### src/hw/ftc_pkg.sv
package ftc_pkg;
   localparam int CLK_FREQ_MHZ = 10;
   localparam int CNT_W = 16;
   typedef logic [CNT_W-1:0] cnt_t;

   // least times round up to whole cycles, never below one
   function automatic int ns_to_cyc(input int ns);
      int c;
      c = (ns * CLK_FREQ_MHZ + 999) / 1000;
      return (c < 1) ? 1 : c;
   endfunction

   localparam int TXD_DOM_NS = 1000000;
   localparam int DET1_NS = 40000;
   localparam int DET2_NS = 400000;
   localparam int LOVER_NS = 40000;
   localparam int LGND_NS = 300000;
   localparam int REC_NS = 100000;
   localparam int WAKE_BUS_NS = 30000;
   localparam int SLEEP_HOLD_NS = 50000;
   localparam int TXD_DOM_CYC_DEF = ns_to_cyc(TXD_DOM_NS);
   localparam cnt_t DET1_CYC = cnt_t'(ns_to_cyc(DET1_NS));
   localparam cnt_t DET2_CYC = cnt_t'(ns_to_cyc(DET2_NS));
   localparam cnt_t LOVER_CYC = cnt_t'(ns_to_cyc(LOVER_NS));
   localparam cnt_t LGND_CYC = cnt_t'(ns_to_cyc(LGND_NS));
   localparam cnt_t REC_CYC = cnt_t'(ns_to_cyc(REC_NS));
   localparam cnt_t WAKE_BUS_CYC = cnt_t'(ns_to_cyc(WAKE_BUS_NS));
   localparam cnt_t SLEEP_HOLD_CYC = cnt_t'(ns_to_cyc(SLEEP_HOLD_NS));

   // modes coded as {low_power_select_n, mode_select_b}
   typedef enum logic [1:0] {
      MODE_SLEEP_STBY = 2'h0,
      MODE_GOTO_SLEEP = 2'h1,
      MODE_PWR_STBY = 2'h2,
      MODE_NORMAL = 2'h3
   } mode_e;

   typedef enum logic [2:0] {
      FS_NONE = 3'h0,
      FS_H_SINGLE = 3'h1,
      FS_H_FAIL = 3'h2,
      FS_L_FAIL = 3'h3,
      FS_L_GND = 3'h4
   } fail_e;

   typedef enum logic [1:0] {
      RX_DIFF = 2'h0,
      RX_HIGH = 2'h1,
      RX_LOW = 2'h2
   } rx_e;

   // synchroniser lanes
   localparam int SI_TX = 0;
   localparam int SI_LPS = 1;
   localparam int SI_MSB = 2;
   localparam int SI_ROUSE = 3;
   localparam int SI_VLOW = 4;
   localparam int SI_HOVER = 5;
   localparam int SI_LOVER = 6;
   localparam int SI_DIFF = 7;
   localparam int SI_HDOM = 8;
   localparam int SI_LDOM = 9;
   localparam int SI_OPEN = 10;
   localparam int SYNC_W = 11;
   localparam logic [SYNC_W-1:0] SYNC_RST = 11'h009;

   localparam logic [31:0] CTRL_OFS = 32'h0000_0000;
   localparam logic [31:0] STATUS_OFS = 32'h0000_0004;
   localparam int CTRL_TXTO_BIT = 0;
   localparam int CTRL_DET_BIT = 1;
   localparam logic [1:0] CTRL_RST = 2'h3;
   localparam logic [1:0] RESP_OKAY = 2'h0;
   localparam logic [1:0] RESP_SLVERR = 2'h2;
endpackage

### src/hw/sync_if.sv
`timescale 1ns/1ns
interface sync_if;
   import ftc_pkg::*;
   logic [SYNC_W-1:0] q;
   modport src(output q);
   modport dst(input q);
endinterface

### src/hw/pin_sync.sv
`timescale 1ns/1ns
module pin_sync
   import ftc_pkg::*;
(
   input wire logic aclk,
   input wire logic aresetn,
   input wire logic [SYNC_W-1:0] raw,
   sync_if.src out
);
   logic [SYNC_W-1:0] meta_r;
   logic [SYNC_W-1:0] sync_r;

   // first stage feeds only the second stage
   always_ff @(posedge aclk) begin
      if (!aresetn) begin
         meta_r <= SYNC_RST;
         sync_r <= SYNC_RST;
      end else begin
         meta_r <= raw;
         sync_r <= meta_r;
      end
   end

   assign out.q = sync_r;
endmodule

### src/hw/qual_timer.sv
`timescale 1ns/1ns
module qual_timer
   import ftc_pkg::*;
(
   input wire logic aclk,
   input wire logic aresetn,
   input wire logic level,
   input wire logic clr,
   input wire cnt_t limit,
   output logic done
);
   cnt_t cnt_r;

   // saturates so a long-held level stays qualified
   always_ff @(posedge aclk) begin
      if (!aresetn || clr || !level) begin
         cnt_r <= '0;
      end else if (cnt_r < limit) begin
         cnt_r <= cnt_r + cnt_t'(1);
      end
   end

   assign done = level && (cnt_r >= limit);
endmodule

### src/hw/fault_tolerant_can_failure_manager.sv
`timescale 1ns/1ns
// Summary of operation
// - transmitter disabled once transmit_in stays low beyond the dominant time-out
// - dominant time-out timer clears whenever transmit_in is sampled high
// - normal mode shows filtered differential receiver result on receive_out
// - failure detector fully active in normal mode, picks mode per failure
// - failures 1, 2, 5, 6a keep drivers, termination and differential reception
// - high line over its level: single-wire on high line after first time-out
// - still over after second time-out: low-line operation, high driver off, weak pull-down
// - high line to battery: high termination weak, high driver off, receive on low line
// - low line over threshold for a delay: high-line reception, low driver off, pull-up
// - failures 3, 3a, 6 recover after recessive level held for recovery period
// - failures 4, 7: dominant receive first, then low driver off, pull-up, single-wire
// - low line to ground: low termination weak, low driver off, receive on high line
// - failures 4, 7 removed: back to differential after recessive for set period
// - fault_wake_flag_n low whenever a wiring failure is detected
// - fault_wake_flag_n back high when the wiring failure has recovered
// - open wire flagged only between sender and receiver, so flag may toggle
// - standby and sleep: fault_wake_flag_n low means wake-up detected
// - power-on standby: fault_wake_flag_n low means battery power-on occurred
// - controller drives both select pins, device decodes them into its state
// - local_rouse_in is active low, both edges detected
// - regulator_control_out turns external regulator on at a wake-up
// - mode codes: 11 normal, 10 power-on standby, 00 standby/sleep, 01 goto-sleep
// - pending wake-up indications released on entering normal mode
// - supply below standby threshold forces both select inputs low internally
module fault_tolerant_can_failure_manager
   import ftc_pkg::*;
#(
   parameter int TXD_DOM_CYC = TXD_DOM_CYC_DEF
)
(
   input wire logic aclk,
   input wire logic aresetn,
   input wire logic [31:0] awaddr,
   input wire logic awvalid,
   output logic awready,
   input wire logic [31:0] wdata,
   input wire logic [3:0] wstrb,
   input wire logic wvalid,
   output logic wready,
   output logic [1:0] bresp,
   output logic bvalid,
   input wire logic bready,
   input wire logic [31:0] araddr,
   input wire logic arvalid,
   output logic arready,
   output logic [31:0] rdata,
   output logic [1:0] rresp,
   output logic rvalid,
   input wire logic rready,
   input wire logic transmit_in,
   input wire logic low_power_select_n,
   input wire logic mode_select_b,
   input wire logic local_rouse_in_n,
   input wire logic supply_low,
   input wire logic high_over_det,
   input wire logic low_over_det,
   input wire logic diff_dominant,
   input wire logic high_dominant,
   input wire logic low_dominant,
   input wire logic open_wire_det,
   output logic receive_out,
   output logic fault_wake_flag_n,
   output logic regulator_control_out,
   output logic transmit_dominant,
   output logic high_drv_en,
   output logic low_drv_en,
   output logic high_line_termination,
   output logic low_line_termination
);
   sync_if sif();
   logic tx_s, lps_s, msb_s, rouse_s, vlow_s, hov_s, lov_s, diff_s, hdom_s, ldom_s, open_s;
   mode_e mode_c, mode_r;
   fail_e fs_r, fs_nxt;
   rx_e rxm;
   logic [1:0] ctrl_r;
   logic normal, enter_normal, fs_chg;
   logic txd_to, tx_block_r;
   logic det_lvl, det_done, rec_lvl, rec_done;
   cnt_t det_lim;
   logic h_drv, l_drv, h_weak, l_weak, fail_any;
   logic rouse_d_r, bus_wake_lvl, bus_wake_done, sleep_done, sleep_d_r;
   logic wake_r, pwron_r, reg_on_r, wake_evt;
   logic aw_got_r, w_got_r, do_wr;
   logic [31:0] awaddr_r, wdata_r;
   logic [3:0] wstrb_r;

   pin_sync u_sync (
      .aclk(aclk),
      .aresetn(aresetn),
      .raw({open_wire_det, low_dominant, high_dominant, diff_dominant, low_over_det,
            high_over_det, supply_low, local_rouse_in_n, mode_select_b,
            low_power_select_n, transmit_in}),
      .out(sif)
   );

   assign tx_s = sif.q[SI_TX];
   assign lps_s = sif.q[SI_LPS];
   assign msb_s = sif.q[SI_MSB];
   assign rouse_s = sif.q[SI_ROUSE];
   assign vlow_s = sif.q[SI_VLOW];
   assign hov_s = sif.q[SI_HOVER];
   assign lov_s = sif.q[SI_LOVER];
   assign diff_s = sif.q[SI_DIFF];
   assign hdom_s = sif.q[SI_HDOM];
   assign ldom_s = sif.q[SI_LDOM];
   assign open_s = sif.q[SI_OPEN];

   // fail-safe: low supply forces both selects low
   // pin pair decoded into the mode
   assign mode_c = mode_e'({lps_s & ~vlow_s, msb_s & ~vlow_s});
   assign normal = (mode_c == MODE_NORMAL);
   assign enter_normal = normal && (mode_r != MODE_NORMAL);

   always_ff @(posedge aclk) begin
      if (!aresetn) begin
         mode_r <= MODE_SLEEP_STBY;
      end else begin
         mode_r <= mode_c;
      end
   end

   qual_timer u_txto (
      .aclk(aclk),
      .aresetn(aresetn),
      .level(~tx_s),
      .clr(1'h0),
      .limit(cnt_t'(TXD_DOM_CYC)),
      .done(txd_to)
   );

   // block lifts as soon as transmit_in reads high
   always_ff @(posedge aclk) begin
      if (!aresetn || tx_s) begin
         tx_block_r <= 1'h0;
      end else if (txd_to && ctrl_r[CTRL_TXTO_BIT]) begin
         tx_block_r <= 1'h1;
      end
   end

   // detection only runs in normal mode
   always_comb begin
      det_lvl = 1'h0;
      det_lim = DET1_CYC;
      rec_lvl = 1'h0;
      unique case (fs_r)
         FS_NONE: begin
            if (hov_s) begin
               det_lvl = normal;
               det_lim = DET1_CYC;
            end else if (lov_s) begin
               det_lvl = normal;
               det_lim = LOVER_CYC;
            end else if (diff_s) begin
               // long limit, so legal frames never trip it
               det_lvl = normal;
               det_lim = LGND_CYC;
            end
         end
         FS_H_SINGLE: begin
            det_lvl = normal && hov_s;
            det_lim = DET2_CYC;
            rec_lvl = ~hov_s;
         end
         FS_H_FAIL: rec_lvl = ~hov_s;
         FS_L_FAIL: rec_lvl = ~lov_s;
         FS_L_GND: rec_lvl = ~diff_s;
         default: rec_lvl = 1'h1;
      endcase
   end

   qual_timer u_det (
      .aclk(aclk),
      .aresetn(aresetn),
      .level(det_lvl),
      .clr(fs_chg),
      .limit(det_lim),
      .done(det_done)
   );

   qual_timer u_rec (
      .aclk(aclk),
      .aresetn(aresetn),
      .level(rec_lvl),
      .clr(fs_chg),
      .limit(REC_CYC),
      .done(rec_done)
   );

   always_comb begin
      fs_nxt = fs_r;
      unique case (fs_r)
         FS_NONE: begin
            if (det_done && hov_s) begin
               fs_nxt = FS_H_SINGLE;
            end else if (det_done && lov_s) begin
               fs_nxt = FS_L_FAIL;
            // continuous dominant: short to ground or lines shorted
            end else if (det_done && diff_s) begin
               fs_nxt = FS_L_GND;
            end
         end
         FS_H_SINGLE: begin
            if (det_done) begin
               fs_nxt = FS_H_FAIL;
            end else if (rec_done) begin
               fs_nxt = FS_NONE;
            end
         end
         FS_H_FAIL, FS_L_FAIL, FS_L_GND: begin
            if (rec_done) begin
               fs_nxt = FS_NONE;
            end
         end
         default: fs_nxt = FS_NONE;
      endcase
   end

   assign fs_chg = (fs_nxt != fs_r);

   always_ff @(posedge aclk) begin
      if (!aresetn || !ctrl_r[CTRL_DET_BIT]) begin
         fs_r <= FS_NONE;
      end else begin
         fs_r <= fs_nxt;
      end
   end

   // failures 1, 2, 5, 6a never leave FS_NONE: all on, differential
   always_comb begin
      h_drv = 1'h1;
      l_drv = 1'h1;
      h_weak = 1'h0;
      l_weak = 1'h0;
      rxm = RX_DIFF;
      unique case (fs_r)
         FS_NONE: rxm = RX_DIFF;
         FS_H_SINGLE: rxm = RX_HIGH;
         // high line off, weak pull-down, receive on low line
         FS_H_FAIL: begin
            h_drv = 1'h0;
            h_weak = 1'h1;
            rxm = RX_LOW;
         end
         // low line off, weak pull-up, receive on high line
         FS_L_FAIL, FS_L_GND: begin
            l_drv = 1'h0;
            l_weak = 1'h1;
            rxm = RX_HIGH;
         end
         default: rxm = RX_DIFF;
      endcase
   end

   // open wire only seen when the break splits sender and receiver
   assign fail_any = (fs_r != FS_NONE) || open_s;

   // remote wake needs bus dominance held, not a glitch
   assign bus_wake_lvl = !normal && (diff_s || hdom_s || ldom_s);

   qual_timer u_bus_wake (
      .aclk(aclk),
      .aresetn(aresetn),
      .level(bus_wake_lvl),
      .clr(1'h0),
      .limit(WAKE_BUS_CYC),
      .done(bus_wake_done)
   );

   qual_timer u_sleep (
      .aclk(aclk),
      .aresetn(aresetn),
      .level(mode_c == MODE_GOTO_SLEEP),
      .clr(1'h0),
      .limit(SLEEP_HOLD_CYC),
      .done(sleep_done)
   );

   // either edge of the rouse input
   assign wake_evt = !normal && ((rouse_s != rouse_d_r) || bus_wake_done);

   // wake and power-on flags release on entering normal; a set wins
   always_ff @(posedge aclk) begin
      if (!aresetn) begin
         rouse_d_r <= 1'h1;
         wake_r <= 1'h0;
         pwron_r <= 1'h1;
      end else begin
         rouse_d_r <= rouse_s;
         if (enter_normal) begin
            wake_r <= 1'h0;
            pwron_r <= 1'h0;
         end
         if (wake_evt) begin
            wake_r <= 1'h1;
         end
      end
   end

   // regulator back on at a wake or select_n high
   // off only as the goto-sleep hold completes, so a later wake is not undone
   always_ff @(posedge aclk) begin
      if (!aresetn) begin
         reg_on_r <= 1'h1;
         sleep_d_r <= 1'h0;
      end else begin
         sleep_d_r <= sleep_done;
         if (wake_evt || (lps_s && !vlow_s)) begin
            reg_on_r <= 1'h1;
         end else if (sleep_done && !sleep_d_r) begin
            reg_on_r <= 1'h0;
         end
      end
   end

   always_ff @(posedge aclk) begin
      if (!aresetn) begin
         receive_out <= 1'h1;
         fault_wake_flag_n <= 1'h1;
         regulator_control_out <= 1'h1;
         transmit_dominant <= 1'h0;
         high_drv_en <= 1'h0;
         low_drv_en <= 1'h0;
         high_line_termination <= 1'h0;
         low_line_termination <= 1'h0;
      end else begin
         regulator_control_out <= reg_on_r;
         transmit_dominant <= normal && !tx_s && !tx_block_r;
         high_drv_en <= normal && h_drv;
         low_drv_en <= normal && l_drv;
         high_line_termination <= h_weak;
         low_line_termination <= l_weak;
         if (normal) begin
            unique case (rxm)
               RX_DIFF: receive_out <= ~diff_s;
               RX_HIGH: receive_out <= ~hdom_s;
               RX_LOW: receive_out <= ~ldom_s;
               default: receive_out <= ~diff_s;
            endcase
            fault_wake_flag_n <= ~fail_any;
         end else begin
            receive_out <= ~wake_r;
            fault_wake_flag_n <= (mode_c == MODE_PWR_STBY) ? ~pwron_r : ~wake_r;
         end
      end
   end

   // register slave: write address and data taken in either order
   assign awready = !aw_got_r && !bvalid;
   assign wready = !w_got_r && !bvalid;
   assign do_wr = aw_got_r && w_got_r && !bvalid;
   assign arready = !rvalid;

   always_ff @(posedge aclk) begin
      if (!aresetn) begin
         aw_got_r <= 1'h0;
         w_got_r <= 1'h0;
         awaddr_r <= '0;
         wdata_r <= '0;
         wstrb_r <= '0;
         bvalid <= 1'h0;
         bresp <= RESP_OKAY;
      end else begin
         if (awvalid && awready) begin
            aw_got_r <= 1'h1;
            awaddr_r <= awaddr;
         end
         if (wvalid && wready) begin
            w_got_r <= 1'h1;
            wdata_r <= wdata;
            wstrb_r <= wstrb;
         end
         if (do_wr) begin
            aw_got_r <= 1'h0;
            w_got_r <= 1'h0;
            bvalid <= 1'h1;
            bresp <= (awaddr_r == CTRL_OFS || awaddr_r == STATUS_OFS) ? RESP_OKAY : RESP_SLVERR;
         end else if (bvalid && bready) begin
            bvalid <= 1'h0;
         end
      end
   end

   always_ff @(posedge aclk) begin
      if (!aresetn) begin
         ctrl_r <= CTRL_RST;
      end else if (do_wr && awaddr_r == CTRL_OFS && wstrb_r[0]) begin
         ctrl_r <= wdata_r[1:0];
      end
   end

   always_ff @(posedge aclk) begin
      if (!aresetn) begin
         rvalid <= 1'h0;
         rdata <= '0;
         rresp <= RESP_OKAY;
      end else if (arvalid && arready) begin
         rvalid <= 1'h1;
         rresp <= RESP_OKAY;
         if (araddr == CTRL_OFS) begin
            rdata <= {30'h0, ctrl_r};
         end else if (araddr == STATUS_OFS) begin
            rdata <= {23'h0, reg_on_r, pwron_r, wake_r, tx_block_r, mode_r, fs_r};
         end else begin
            rdata <= '0;
            rresp <= RESP_SLVERR;
         end
      end else if (rvalid && rready) begin
         rvalid <= 1'h0;
      end
   end
endmodule

### config.mk
export PLATFORM = sky130hd
export DESIGN_NAME = fault_tolerant_can_failure_manager
export DESIGN_NICKNAME = d
export VERILOG_FILES = /design/src/hw/ftc_pkg.sv /design/src/hw/sync_if.sv /design/src/hw/pin_sync.sv /design/src/hw/qual_timer.sv /design/src/hw/fault_tolerant_can_failure_manager.sv
export SDC_FILE = /design/constraint.sdc
export NUM_CORES = 1
export LEC_CHECK = 0
export BUFFER_PORTS_ARGS = -buffer_cell sky130_fd_sc_hd__buf_2
export CAP_MARGIN = 10
export CORE_UTILIZATION = 58
export CTS_CLUSTER_DIAMETER = 80
export DETAILED_ROUTE_END_ITERATION = 7
export GPL_ROUTABILITY_DRIVEN = 0
export PLACE_DENSITY = 0.93
export SLEW_MARGIN = 20
export SYNTH_ARGS = -nofsm -noshare
export SYNTH_HDL_FRONTEND = slang
export SYNTH_SLANG_ARGS = --single-unit
### constraint.sdc
create_clock -name aclk -period 8.8 [get_ports aclk]
set_input_delay 1.32 -clock aclk [delete_from_list [all_inputs] [get_ports aclk]]
set_output_delay 1.32 -clock aclk [all_outputs]
set_load 0.02 [all_outputs]
==> results.sh <==
export IMPL_design_area_um2=8180
export IMPL_cts_hold_buf=0
export IMPL_ys_flop_type="dfxtp_1"
export IMPL_synth_most_common_cell="dfxtp_1"
export IMPL_drt_pass1_iter_count=6
export IMPL_cts_htree_levels=4
export IMPL_synth_top_family_by_area="simple AND/OR/NAND/NOR gates"
export IMPL_crit_fanout=14
export IMPL_ys_seq_area_share_pct=49.1
export IMPL_die_w_um=112
export IMPL_final_nets=1035
export IMPL_area_growth_pct=16.1
export IMPL_worst_setup_path_start_kind="register"
export IMPL_synth_xor_xnor_area_share_pct=5.09
export IMPL_fmax_ghz=0.270
export IMPL_p_leak_uw=0.00336
export IMPL_grt_pass1_vias=5436
export IMPL_drt_wl_total_um=15600
export IMPL_cts_inserted_buffers=17
export IMPL_post_cts_setup_buffers=0
export IMPL_insertion_delay_ns=0.42
export IMPL_maxCapViolations=0
export IMPL_async_flop_share_pct=0
export IMPL_core_area_um2=11600
export IMPL_p_per_area_nw_per_um2=200
export IMPL_synth_common_cells="dfxtp_1, nand2_1, nor2_1"
export IMPL_ctsResizeCount=0
export IMPL_io_buffer_count=108
export IMPL_synth_top_area_share_pct=49.1
export IMPL_dieHeight_um=112
export IMPL_syn_area_per_cell_um2=8.89
export IMPL_hold_viol=0
export IMPL_drive_gt1_share_pct=16.7
export IMPL_clock_sinks=173
export IMPL_synthAdderAreaFrac_pct=3.19
export IMPL_violations="design-rule violations"
export IMPL_slew_headroom_pct=31.5
export IMPL_cp_cell_sequence="nor2b_1 > nor2b_1 > nor2_1 > ha_1 > a211oi_1 > o31a_1 > o21a_1 > a211oi_1 > a2111oi_0 > and2_1"
export IMPL_synth_mux_area_share_pct=1.33
export IMPL_vias_per_cell=5.52
export IMPL_p_total_uw=1640
export IMPL_fin_skew_ns=0.00944
export IMPL_wl_per_cell_um=14.8
export IMPL_grt_antenna_before_repair=0
export IMPL_finalSetupTns_ns=0
export IMPL_end_kind="register"
export IMPL_initial_utilization_pct=60.7
export IMPL_overflow=0
export IMPL_synth_compound_area_share_pct=10.6
export IMPL_synth_area_um2=7050
export IMPL_place_area_um2=7600
export IMPL_grt_max_degree=56
export IMPL_grt_use_total_pct=25.0
export IMPL_crit_family="compound AO/OA/AOI/OAI gates"
export IMPL_synthDistinctLibCells=54
export IMPL_final_util_pct=70.4
export IMPL_num_vias=5824
export IMPL_ant_nets=0
export IMPL_cp_num_buf_inv=0
export IMPL_clkTransAtPathRegs_ns=0.06
export IMPL_ys_ff_latch=173
export IMPL_yosys_warnings=0
export IMPL_setup_violations=0
export IMPL_yosysTopAreaCell="dfxtp_1"
export IMPL_dpl_hpwl_um=10500
export IMPL_rows=39
export IMPL_synth_area_leaders="dfxtp_1, nand2_1, nor2_1, a21oi_1, and2_1"
export IMPL_worst_setup_path_type="register to register"
export IMPL_synth_edf_count=0
export IMPL_min_period_ns=3.70
export IMPL_drt_iter0_drc=377
export IMPL_dieArea_um2=12600
export IMPL_tightest_slew_ns=1.01
export IMPL_critical_path_arrival_ns=4.06
export IMPL_ir_drop_mv=0.158
export IMPL_worstHoldPathType="register to register"
export IMPL_yosys_area_share_simple_pct=25.0
export IMPL_ctsLongestPathBuffers=2
export IMPL_cts_tree="done"
export IMPL_cts_root_buf="clkbuf_16"
export IMPL_io_pin_count=167
export IMPL_holdWs_ns=0.414
export IMPL_drcViolationCount=20
export IMPL_status="complete, but fails checks"
export IMPL_cpPeakStageDelay_ns=0.80
export IMPL_rsz0062_at_grt="no"
export IMPL_grt_pass1_wl_um=24800
export IMPL_period_share_pct=42.0
export IMPL_syn_inst=793
export IMPL_drv_slew=0
export IMPL_cp_required_ns=9.17
export IMPL_diodes=0
export IMPL_worst_path_max_delay_cell="a2111oi_0"
flip-flops by register name, indices dropped and copies added (netlist names), 2 cells and up:
name and count:
awaddr_r 32, ctrl_r 2, fs_r 3, mode_r 2
rdata 9, u_bus_wake.cnt_r 16, u_det.cnt_r 16, u_rec.cnt_r 16
u_sleep.cnt_r 16, u_sync.meta_r 11, u_sync.out.q 11, u_txto.cnt_r 16
wdata_r 2
final timing paths:
kind | startpoint | to | slack (ns) | cells past startpoint
worst max-delay path | fs_r[0] | u_det.cnt_r[0] | 5.10 | 10
worst min-delay path | u_sync.meta_r[3] | u_sync.out.q[3] | 0.41 | 1
worst max register to register | fs_r[0] | u_det.cnt_r[0] | 5.10 | 10
worst min register to register | u_sync.meta_r[3] | u_sync.out.q[3] | 0.41 | 1
worst register-to-register path, stage by stage (launching register included):
cell and delay (ns):
dfxtp_1 0.60, nor2b_1 0.29, nor2b_1 0.30, nor2_1 0.14
ha_1 0.31, a211oi_1 0.21, o31a_1 0.18, o21a_1 0.43
a211oi_1 0.18, a2111oi_0 0.80, and2_1 0.22
kinds of logic (layout without fill, tap and decap cells):
group | after synthesis | count (layout)
mux | 9 | 9
fa+ha+maj | 18 | 18
xor+xnor | 41 | 41
buf+inv | 79 | 165
compound gates | 117 | 117
other cells | 1 | 34
simple gates | 355 | 355
flops | 173 | 173
metal layers:
layer  share of wire (%)  global-route usage [%]  vias to the layer above
met2                  51                    46.0                      209
met5                   0                       0                        -
met1                  40                    27.1                     2714
met3                 6.7                    7.29                       39
met4                 2.8                    9.69                        0
li1                    -                       -                     2862
power by group:
part           switching (uW)  leakage [uW]  internal [uW]  total (uW)
clock network             315      0.000272            402         717
registers                12.9       0.00141            805         818
logic                    63.1       0.00168           38.7         102
total                     391       0.00336           1250        1640
through the flow:
step / setup slack (ns) / instances
final: 5.10 / 1055
after CTS: 5.16 / 1054
after detailed placement: 5.21 / 1022
after global placement: 5.27 / 1022
after floorplan: 5.87 / 826
after global routing: 4.81 / 1055
area by class of cell:
type	instances	area, um2
multi-input cells	574	3320
inverters	23	86.3
clock buffers	18	439
clock inverters	14	134
repair buffers	110	559
flip-flops and latches	173	3460
well taps	143	179
fillers	839	3430
cell usage in the layout (no fill, tap or decap), types with 3 or more instances in the layout:
cell          n
a211oi_1      5
a21o_1        5
a21oi_1      55
a22oi_1      10
and2_1       41
and3_1       15
buf_2       108
clkbuf_16    17
clkinvlp_4    4
conb_1       34
dfxtp_1     173
ha_1         18
inv_1        22
inv_6         4
mux2_2        3
mux2i_1       6
nand2_1      98
nand2b_1     11
nand3_1      20
nand4_1      17
nor2_1       81
nor2b_1       6
nor3_1       17
nor3b_1       4
nor4_1       23
o21a_1        4
o21ai_0      17
or3_1        10
or4_1         5
xnor2_1      15
xor2_1       26
(Power assumes the default switching activity.)
